## config.mk

```make
export PLATFORM = sky130hd
export DESIGN_NAME = mul_div_shift_datapath
export DESIGN_NICKNAME = d
export VERILOG_FILES = /design/src/core/mds_pkg.sv /design/src/core/barrel_shift40.sv /design/src/core/mul_div_shift_datapath.sv
export SDC_FILE = /design/constraint.sdc
export NUM_CORES = 2
export LEC_CHECK = 0
export BUFFER_PORTS_ARGS = -buffer_cell sky130_fd_sc_hd__buf_2
export CAP_MARGIN = 30
export CORE_UTILIZATION = 30
export CTS_CLUSTER_DIAMETER = 80
export DETAILED_ROUTE_END_ITERATION = 16
export GPL_TIMING_DRIVEN = 0
export SLEW_MARGIN = 10
export SYNTH_ARGS = -nofsm -noshare
export SYNTH_HDL_FRONTEND = slang
export SYNTH_SLANG_ARGS = --single-unit
```

## constraint.sdc

```tcl
create_clock -name clk -period 7.5 [get_ports clk]
set_input_delay 0.75 -clock clk [delete_from_list [all_inputs] [get_ports clk]]
set_output_delay 0.75 -clock clk [all_outputs]
set_load 0.1 [all_outputs]
```

## src/core/mds_pkg.sv

```systemverilog
package mds_pkg;
   localparam int DATA_W = 16;
   localparam int MUL_W = 17;
   localparam int PROD_W = 34;
   localparam int SHIFT_W = 40;
   localparam int SHAMT_W = 5;
   localparam logic [4:0] MAX_SHIFT = 5'h10;
   localparam int DIV_CYCLES = 19;
   localparam int DIV_STEPS = 18;
   localparam logic [4:0] DIV_LAST = 5'h12;
   localparam logic [4:0] DIV_FIRST_STEP = 5'h01;
   localparam logic [4:0] DIV_SHIFT_STEPS = 5'h11;
   localparam logic [4:0] DIV_WORD_BITS = 5'h10;
   localparam logic [1:0] SIGN_UU = 2'h0;
   localparam logic [1:0] SIGN_SS = 2'h1;
   localparam logic [1:0] SIGN_SU = 2'h2;
   localparam logic [1:0] SIGN_US = 2'h3;
   typedef enum logic [1:0] {div_idle_type_v, div_run_type_v,
      div_hold_type_v} div_state_type;
endpackage

```

## src/core/barrel_shift40.sv

```systemverilog
`timescale 1ns/1ps
module barrel_shift40
(
   input wire logic [39:0] din,
   input wire logic [4:0] amount,
   input wire logic left,
   input wire logic arith,
   output logic [39:0] dout
);
   logic [4:0] amt;
   always_comb
   begin
      // Amounts past sixteen are clipped to keep the shifter single cycle
      amt = (amount > mds_pkg::MAX_SHIFT) ? mds_pkg::MAX_SHIFT : amount;
      if (left)
         dout = din << amt;
      else if (arith)
         dout = 40'($signed(din) >>> amt);
      else
         dout = din >> amt;
   end
endmodule

```

## src/core/mul_div_shift_datapath.sv

```systemverilog
`timescale 1ns/1ps
module mul_div_shift_datapath
(
   input wire logic clk,
   input wire logic nrst,
   input wire logic mul_req,
   input wire logic mul_dsp,
   input wire logic [1:0] mul_sign,
   input wire logic mul_frac,
   input wire logic [15:0] mul_a,
   input wire logic [15:0] mul_b,
   input wire logic shift_req,
   input wire logic shift_dsp,
   input wire logic shift_left,
   input wire logic shift_arith,
   input wire logic [4:0] shift_amount,
   input wire logic [39:0] shift_alu_in,
   input wire logic [39:0] shift_dsp_in,
   input wire logic div_start,
   input wire logic div_step,
   input wire logic div_wide,
   input wire logic div_signed,
   input wire logic div_frac,
   input wire logic [31:0] div_dividend,
   input wire logic [15:0] div_divisor,
   input wire logic int_hold,
   output logic [33:0] mul_result,
   output logic mul_valid,
   output logic mul_to_dsp,
   output logic [39:0] shift_result,
   output logic shift_valid,
   output logic shift_to_dsp,
   output logic div_busy,
   output logic div_done,
   output logic [15:0] quotient,
   output logic [15:0] remainder
);
   logic signed [16:0] op_a;
   logic signed [16:0] op_b;
   logic signed [33:0] next_product;
   logic [39:0] shifter_in;
   logic [39:0] next_shift;
   mds_pkg::div_state_type div_state;
   logic [4:0] div_count;
   logic [31:0] rem_acc;
   logic [15:0] dvsr;
   logic [15:0] quo_acc;
   logic neg_q;
   logic neg_r;
   logic [16:0] trial;

   // Sign extend or zero extend each operand to 17 bits
   always_comb
   begin
      op_a = {(mul_sign == mds_pkg::SIGN_SS || mul_sign == mds_pkg::SIGN_SU)
              & mul_a[15], mul_a};
      op_b = {(mul_sign == mds_pkg::SIGN_SS || mul_sign == mds_pkg::SIGN_US)
              & mul_b[15], mul_b};
      // 34 product bits hold 0x8000*0x8000 doubled so fractional -1 x -1 does not wrap
      next_product = op_a * op_b;
      if (mul_frac)
         next_product = next_product <<< 1;
   end

   always_ff @(posedge clk or negedge nrst)
   begin
      if (!nrst)
      begin
         mul_result <= 34'h0;
         mul_valid <= 1'b0;
         mul_to_dsp <= 1'b0;
      end
      else
      begin
         mul_valid <= mul_req;
         mul_to_dsp <= mul_dsp;
         if (mul_req)
            mul_result <= next_product;
      end
   end

   // DSP path wins the single shifter when it requests
   assign shifter_in = shift_dsp ? shift_dsp_in : shift_alu_in;

   barrel_shift40 u_shift
   (
      .din(shifter_in),
      .amount(shift_amount),
      .left(shift_left),
      .arith(shift_arith),
      .dout(next_shift)
   );

   always_ff @(posedge clk or negedge nrst)
   begin
      if (!nrst)
      begin
         shift_result <= 40'h0;
         shift_valid <= 1'b0;
         shift_to_dsp <= 1'b0;
      end
      else
      begin
         shift_valid <= shift_req;
         shift_to_dsp <= shift_dsp;
         if (shift_req)
            shift_result <= next_shift;
      end
   end

   // Restoring divide on magnitudes; one quotient bit per step for the first 16 steps
   assign trial = {rem_acc[31:15]} - {1'b0, dvsr};

   always_ff @(posedge clk or negedge nrst)
   begin
      if (!nrst)
      begin
         div_state <= mds_pkg::div_idle_type_v;
         div_count <= 5'h0;
         rem_acc <= 32'h0;
         dvsr <= 16'h0;
         quo_acc <= 16'h0;
         neg_q <= 1'b0;
         neg_r <= 1'b0;
      end
      else
      begin
         case (div_state)
            mds_pkg::div_idle_type_v:
            begin
               if (div_start)
               begin
                  neg_q <= div_signed & ((div_wide ? div_dividend[31]
                     : div_dividend[15]) ^ div_divisor[15]);
                  neg_r <= div_signed & (div_wide ? div_dividend[31]
                     : div_dividend[15]);
                  dvsr <= (div_signed & div_divisor[15]) ?
                     16'(-div_divisor) : div_divisor;
                  if (div_wide)
                     rem_acc <= (div_signed & div_dividend[31]) ?
                        32'(-div_dividend) : div_dividend;
                  else if (div_frac)
                     rem_acc <= {((div_signed & div_dividend[15]) ?
                        16'(-div_dividend[15:0]) : div_dividend[15:0]),
                        16'h0};
                  else
                     rem_acc <= {16'h0, (div_signed & div_dividend[15]) ?
                        16'(-div_dividend[15:0]) : div_dividend[15:0]};
                  quo_acc <= 16'h0;
                  div_count <= mds_pkg::DIV_FIRST_STEP;
                  div_state <= mds_pkg::div_run_type_v;
               end
            end
            mds_pkg::div_run_type_v:
            begin
               if (int_hold)
                  div_state <= mds_pkg::div_hold_type_v;
               else if (div_step)
               begin
                  if (div_count <= mds_pkg::DIV_WORD_BITS)
                  begin
                     if (!trial[16])
                     begin
                        rem_acc <= {trial[15:0], rem_acc[14:0], 1'b0};
                        quo_acc <= {quo_acc[14:0], 1'b1};
                     end
                     else
                     begin
                        rem_acc <= {rem_acc[30:0], 1'b0};
                        quo_acc <= {quo_acc[14:0], 1'b0};
                     end
                  end
                  else if (div_count == mds_pkg::DIV_SHIFT_STEPS)
                  begin
                     // Extra step applies signs before the result cycle
                     if (neg_q)
                        quo_acc <= 16'(-quo_acc);
                     if (neg_r)
                        rem_acc[31:16] <= 16'(-rem_acc[31:16]);
                  end
                  if (div_count == mds_pkg::DIV_LAST)
                     div_state <= mds_pkg::div_idle_type_v;
                  div_count <= div_count + 5'h1;
               end
            end
            mds_pkg::div_hold_type_v:
            begin
               // Partial quotient and remainder are frozen here
               if (!int_hold)
                  div_state <= mds_pkg::div_run_type_v;
            end
            default:
               div_state <= mds_pkg::div_idle_type_v;
         endcase
      end
   end

   always_ff @(posedge clk or negedge nrst)
   begin
      if (!nrst)
      begin
         div_busy <= 1'b0;
         div_done <= 1'b0;
         quotient <= 16'h0;
         remainder <= 16'h0;
      end
      else
      begin
         div_done <= 1'b0;
         if (div_state == mds_pkg::div_idle_type_v && div_start)
            div_busy <= 1'b1;
         if (div_state == mds_pkg::div_run_type_v && !int_hold &&
             div_step && div_count == mds_pkg::DIV_LAST)
         begin
            div_busy <= 1'b0;
            div_done <= 1'b1;
            quotient <= quo_acc;
            remainder <= rem_acc[31:16];
         end
      end
   end

   // Start cycle plus 18 steps gives the 19 cycle divide
   AST_MUL_ONE_CYCLE: assert property (@(posedge clk) disable iff (!nrst)
      mul_req |=> mul_valid) else $error("mul late");
   AST_MUL_UNS: assert property (@(posedge clk) disable iff (!nrst)
      mul_req && mul_sign == mds_pkg::SIGN_UU && !mul_frac |=>
      mul_result == {18'h0, $past(mul_a)} * {18'h0, $past(mul_b)})
      else $error("unsigned product wrong");
   AST_MUL_MINUS1: assert property (@(posedge clk) disable iff (!nrst)
      mul_req && mul_frac && mul_sign == mds_pkg::SIGN_SS &&
      mul_a == 16'h8000 && mul_b == 16'h8000 |=>
      mul_result == 34'h080000000) else $error("-1x-1 wrong");
   AST_SHIFT_ONE: assert property (@(posedge clk) disable iff (!nrst)
      shift_req |=> shift_valid) else $error("shift late");
   AST_SHIFT_SHARE: assert property (@(posedge clk) disable iff (!nrst)
      shift_req && shift_dsp && shift_left && shift_amount == 5'h1 |=>
      shift_result == {$past(shift_dsp_in[38:0]), 1'b0})
      else $error("dsp shift wrong");
   AST_DIV_19: assert property (@(posedge clk) disable iff (!nrst)
      div_state == mds_pkg::div_idle_type_v && div_start ##1
      (div_step && !int_hold) [*8] ##1 (div_step && !int_hold) [*8]
      ##1 (div_step && !int_hold) ##1 (div_step && !int_hold) |=>
      div_done) else $error("divide not 19 cycles");
   AST_DIV_HOLD: assert property (@(posedge clk) disable iff (!nrst)
      div_state == mds_pkg::div_hold_type_v |=>
      $stable(quo_acc) && $stable(rem_acc) && $stable(div_count))
      else $error("held divide changed");
   AST_DIV_RESULT: assert property (@(posedge clk) disable iff (!nrst)
      div_done |-> !div_busy && $changed(div_done))
      else $error("done while busy");
   AST_DIV_16: assert property (@(posedge clk) disable iff (!nrst)
      div_done && !neg_q && !neg_r |-> quotient == quo_acc)
      else $error("quotient lost");
   COV_MUL: cover property (@(posedge clk) mul_req && mul_frac);
   COV_SHIFT: cover property (@(posedge clk) shift_req && shift_dsp);
   COV_DIV: cover property (@(posedge clk) div_done);
   COV_HOLD: cover property (@(posedge clk)
      div_state == mds_pkg::div_hold_type_v);
endmodule

```

### After elaboration in Yosys (flattened, before gate mapping)

Cells that the tools add are included.

* register bits after elaboration: 185
* input bits: 182
* output and inout port bits: 112
* word-level logic and storage cells: 113

* $add $sub $neg: 7
* multiply operators: 1
* magnitude comparators: 2
* equal/unequal tests: 17
* shift-type cells: 3
* multiplexer cells: 41
* bitwise operators: 8
* reduce and logical (&&, ||, !) cells: 16

Operators by type and width (number)
* $mux W32: 7
* $mux W16: 12
* $mux W40: 3
* $neg A16 Y16: 4
* $pmux W32 S2: 1
* $shl A40 B5 Y40: 1
* $shr A40 B5 Y40: 1
* $sshr A40 B5 Y40: 1
* $mul A17 B17 Y34: 1
* $mux W34: 1
* $neg A32 Y32: 1
* $pmux W16 S2: 1
* $mux W5: 4
* $sub A17 B16 Y17: 1
* $ne A3 B3 Y1 const B: 5
* $reduce_and A6 Y1: 2
* $eq A5 B5 Y1 const B: 2
* $mux W2: 5
* $ne A2 B2 Y1 const B: 5
* $pmux W5 S2: 1
* $reduce_and A4 Y1: 2
* $and A1 B1 Y1: 7
* $eq A2 B2 Y1 const B: 3
* $pmux W2 S3: 1
* other kinds (13): 23

### Longest topological paths before layout

* depth in word-level cells: 7
* mapped depth: 26
* depth with buffers taken out: 25

### Cells and area by module

A second synthesis with hierarchy kept.

* cells, all modules: 3225
* area total of the unflattened synthesis: 27657.8 um^2

Modules (own cells, without submodules)
* mul_div_shift_datapath: instances 1, cells an instance 2481, area each 22110.0 um^2
* barrel_shift40: instances 1, cells an instance 744, area each 5547.8 um^2

### Least setup slack after synthesis

No wires, ideal clock.

* path kind: input-to-reg
* start: input mul_sign[1]
* end: register mul_result[33]
* library setup time: 142 ps
* arrival: 6572 ps
* data required time: 7358 ps
* path slack: 786 ps
* stages: 23
* path buffers: 1
* path through: xor2_1 > and2_1 > clkbuf_1 > nand2_1 > fa_1 > fa_1 > inv_1 > fa_1 > fa_1 > fa_1 > inv_1 > fa_1 > inv_1 > ha_1 > a21oi_1 > o211ai_1 > a21oi_1 > o21ai_0 > a41oi_1 > o21ai_0 > a31oi_1 > xnor2_1 > o221ai_1

* longest elaborated chain between the ends: 5
* elaborated cells on any way between the ends: 9

Ends and longest elaborated chain
* from (decl): RTL line mul_div_shift_datapath.sv:8 `input wire logic [1:0] mul_sign,`
* $eq A2 B1 Y1 (tied with other cells): RTL line mul_div_shift_datapath.sv:55, mul_div_shift_datapath.sv:57
* $logic_or A1 B1 Y1, on equally long branches: RTL line mul_div_shift_datapath.sv:55, mul_div_shift_datapath.sv:57
* $and A1 B1 Y1, on equally long branches: RTL line mul_div_shift_datapath.sv:56, mul_div_shift_datapath.sv:58
* $mul A17 B17 Y34 *: RTL line mul_div_shift_datapath.sv:60 `next_product = op_a * op_b;`
* $mux W34 *: RTL line mul_div_shift_datapath.sv:61 `if (mul_frac)`
* to (signal assigned): RTL line mul_div_shift_datapath.sv:78 `mul_result <= next_product;`
* to (decl): RTL line mul_div_shift_datapath.sv:27 `output logic [33:0] mul_result,`

Every way passes the cells marked *; elsewhere a longest branch is shown, timed or not.
A chain may end at the register's enable or synchronous reset.

### Worst setup path after layout

* start: input mul_a[10]
* end: register mul_result[25]

* longest elaborated chain between the ends: 2

Ends and longest elaborated chain
* from (decl): RTL line mul_div_shift_datapath.sv:10 `input wire logic [15:0] mul_a,`
* $mul A17 B17 Y34: RTL line mul_div_shift_datapath.sv:60
* $mux W34: RTL line mul_div_shift_datapath.sv:61

No other way between the ends.

==> out/results.txt <==
Status -> complete, no violations
Synth top area share -> 22.3%
Peak supply drop -> 577 uV
Sequential share of power -> 9.9%
Vias in the first global route -> 24,023
Top Metal Used -> met4
Root buf cell -> clkbuf_16
Residual DRC -> 0
Primary FF master, synth -> dfrtp_1
Layout cells sized above 1 -> 14.2%
Clock power frac -> 6.3%
Synth cell types -> 82
Psw -> 0.00916 W
TritonCTS clock tree -> built
Fmax -> 138 MHz
Adder-cell area share of the yosys netlist -> 27.4%
Mapped Area -> 26,700 um2
Final Max Tran Viols -> 0
Core area -> 88,200 um2
Clk_skew -> 0.0154 ns
Detailed Place HPWL -> 84.1 mm
Worst hold path type -> in -> async
Simple-gate area share of the yosys netlist -> 17.3%
Post-synth EDFFs -> 0
IO Port Bufs -> 280
WS Path Type -> in -> reg
Capturing element type of the critical path -> register
Int Power -> 0.00656 W
Period utilisation layout -> 96.9%
Overall Power -> 0.0157 W
1st-pass router iterations -> 6
FILL cells -> 9,275
Via density -> 5.35
Starting Density -> 30.3%
Rel. slew slack -> 31.9%
Overall routing resource usage -> 22.7%
GP Congestion -> 1.03
Comb pwr share -> 83.8%
Initial antenna violation count -> 2
Largest net degree at the start of global routing -> 105
Drt wl/cell -> 22.2 um
H-tree Lvls -> 4
Final nets -> 4,023
Clock Latency Late Sink -> 0.46 ns
Final Core Density -> 34.3%
Max Cap Violations -> 0
R2R Setup Slk -> 4.00 ns
Warnings, synthesis -> 0
Die Footprint -> 90,200 um2
Initial DRC count -> 2,496
M1 WL -> 44.4 mm
TritonCTS Buffers -> 17
First-pass GRT wire length -> 154 mm
Static Leakage -> 14.3 nW
Routed WL -> 102 mm
Switching share of power -> 58.3%
Minimum clock period -> 7.27 ns
Async S/R FF share, synth -> 100%
Met3 wire len -> 7.94 mm
Post-synthesis net count -> 3,724
Crit path DAT -> 7.62 ns
Xor and xnor fraction of the mapped netlist area -> 3.25%
Critical Path Fanout Max -> 10
Grt total ovfl -> 0
Synth area leader -> fa_1
I/O pin count -> 294
Metal2 WL -> 47.2 mm
Final ANT Viol Nets -> 0
Rows -> 109
RSZ-0062 raised after global routing -> false
Area contributors post-synth -> fa_1 22%, dfrtp_1 17%, nand2_1 5.8%, mux4_2 5.6%, inv_1 5.2%
Compound-Gate Fraction of Synth Area -> 14.5%
Post-synthesis sequential area ratio -> 17.3%
Post-synthesis mux area share -> 12.0%
Yosys reg bits -> 185
Clk buf depth -> 2
Detailed-route via count -> 24,712
Die H -> 300 um
Setup violators final -> 0
Postcts setup bufs -> 0
Die Wd -> 300 um
Worst path required time -> 7.85 ns
Worst Tran Pin Value -> 1.02 ns
Clock Sinks -> 185
Largest family of logic cells by synthesized area -> adder cells
PD cells -> 519 nW/um2
Commonest non-fill, non-tap cell in the layout -> nand2_1
Register clock-pin slew on the reported worst setup and hold paths -> 0.08 ns
Mapped Avg Cell Area -> 8.51 um2
Cells after Synth -> 3,136
Final Hold Viols -> 0
Crit start category -> input port
Area Overhead vs Synth -> 13.4%
Most frequent cells in the layout -> 412 x nand2_1, 372 x inv_1, 302 x buf_2, 296 x fa_1, 269 x nor2_1
[critical path, stage by stage]
cell and delay [ns]:
buf_2 0.22, clkbuf_1 0.56, nand2_1 0.17, fa_1 0.59
fa_1 0.45, fa_1 0.51, inv_1 0.05, fa_1 0.50
fa_1 0.56, inv_1 0.06, fa_1 0.53, inv_1 0.04
ha_1 0.37, a21oi_1 0.17, o21ai_0 0.12, a211oi_1 0.33
o31ai_1 0.16, o41ai_1 0.51, a31oi_1 0.19, xnor2_1 0.28
mux2i_1 0.18, mux2_2 0.30
[routing by layer]
layer | global-route usage, % | up-vias
met5 | 0 | -
met4 | 6.04 | 0
met3 | 3.74 | 150
met2 | 36.4 | 1097
met1 | 31.5 | 12392
li1 | - | 11073
[cell usage after synthesis (8+ instances only)]
cell      count
nand2_1     412
inv_1       373
fa_1        297
nor2_1      269
a21oi_1     186
dfrtp_1     185
o21ai_0     179
clkbuf_1    150
and2_1      145
mux2i_1     131
ha_1        109
mux4_2       66
xnor2_1      59
nor3_1       46
a31oi_1      45
xor2_1       40
mux2_2       36
nand3_1      31
a211oi_1     28
buf_2        23
o21a_1       20
nor2b_1      18
o211ai_1     18
o22ai_1      17
buf_1        16
a21o_1       15
or3_1        14
o31ai_1      13
and3_1       12
nand2b_1     12
o221ai_1     11
nor4_1       10
a221oi_1      9
nand4_1       9
or2_2         9
a22oi_1       8
o21ai_1       8
[area by class of cell]
| type | count | area [um2] | area share, % |
|---|---|---|---|
| Inverter | 377 | 1420 | 4.69 |
| Multi-Input combinational cell | 2379 | 19900 | 65.7 |
| Sequential cell | 185 | 4630 | 15.3 |
| Buffer | 194 | 791 | 2.61 |
| Tap cell | 1165 | 1460 | 4.81 |
| Clock inverter | 15 | 219 | 0.723 |
| Clock buffer | 17 | 425 | 1.40 |
| Timing Repair Buffer | 281 | 1440 | 4.75 |
| Antenna cell | 2 | 5.00 | 0.0165 |
[what timing repair did]
item / in CTS / in global routing
endpoints found under the setup margin: 6 / 10
endpoints found under the hold margin: 0 / 0
resized for setup: 3 / 16
hold buffers: 0 / 0
[sequential cells by signal, summed over array words and instances, names as in the netlist, 2 cells and up]
name,cells
rem_acc,32
div_count,5
remainder,16
dvsr,16
div_state,2
shift_result,40
quotient,16
quo_acc,16
mul_result,34
[path summary, 6_finish.rpt]
kind,startpoint,to,depth (start not counted)
max,mul_a[10],mul_result[25]$_DFFE_PN0P_,22
min,nrst,quotient[13]$_DFFE_PN0P_,1
max reg2reg,dvsr[0]$_DFFE_PN0P_,rem_acc[28]$_DFFE_PN0P_,11
min reg2reg,quotient[13]$_DFFE_PN0P_,quotient[13]$_DFFE_PN0P_,2
max in group asynchronous,nrst,shift_result[33]$_DFFE_PN0P_,2
min in group clk,mul_dsp,mul_to_dsp$_DFF_PN0_,1
[power by group through the flow]
stage                     Sequential, W  Clock (W)  Combinational, W
final                           0.00156   0.000983            0.0132
after global routing            0.00159    0.00105            0.0145
after CTS                       0.00156    0.00101            0.0131
after detailed placement        0.00157          0            0.0130
after global placement          0.00157          0            0.0129
after floorplan                 0.00232          0           0.00865
[metrics by stage]
step / hold WS [ns] / cells / area, um2 / setup slack [ns] / TNS [ns]
after floorplan: 0.430 / 3136 / 26700 / 0.786 / 0
after global placement: 0.452 / 4581 / 29600 / -0.854 / -5.99
after detailed placement: 0.458 / 4582 / 29600 / -0.845 / -6.06
after CTS: 0.293 / 4614 / 30200 / 0.0809 / 0
after global routing: 0.318 / 4613 / 30300 / 0.00171 / 0
final: 0.293 / 4615 / 30300 / 0.231 / 0
[cells by family (layout without fill, tap and decap cells)]
| group | after synthesis | in the layout |
|---|---|---|
| fa+ha+maj | 406 | 406 |
| xor+xnor | 99 | 99 |
| flops | 185 | 185 |
| mux | 233 | 233 |
| other cells | 0 | 2 |
| buf+inv | 572 | 884 |
| compound gates | 631 | 631 |
| simple gates | 1010 | 1010 |
(Power assumes the default switching activity.)
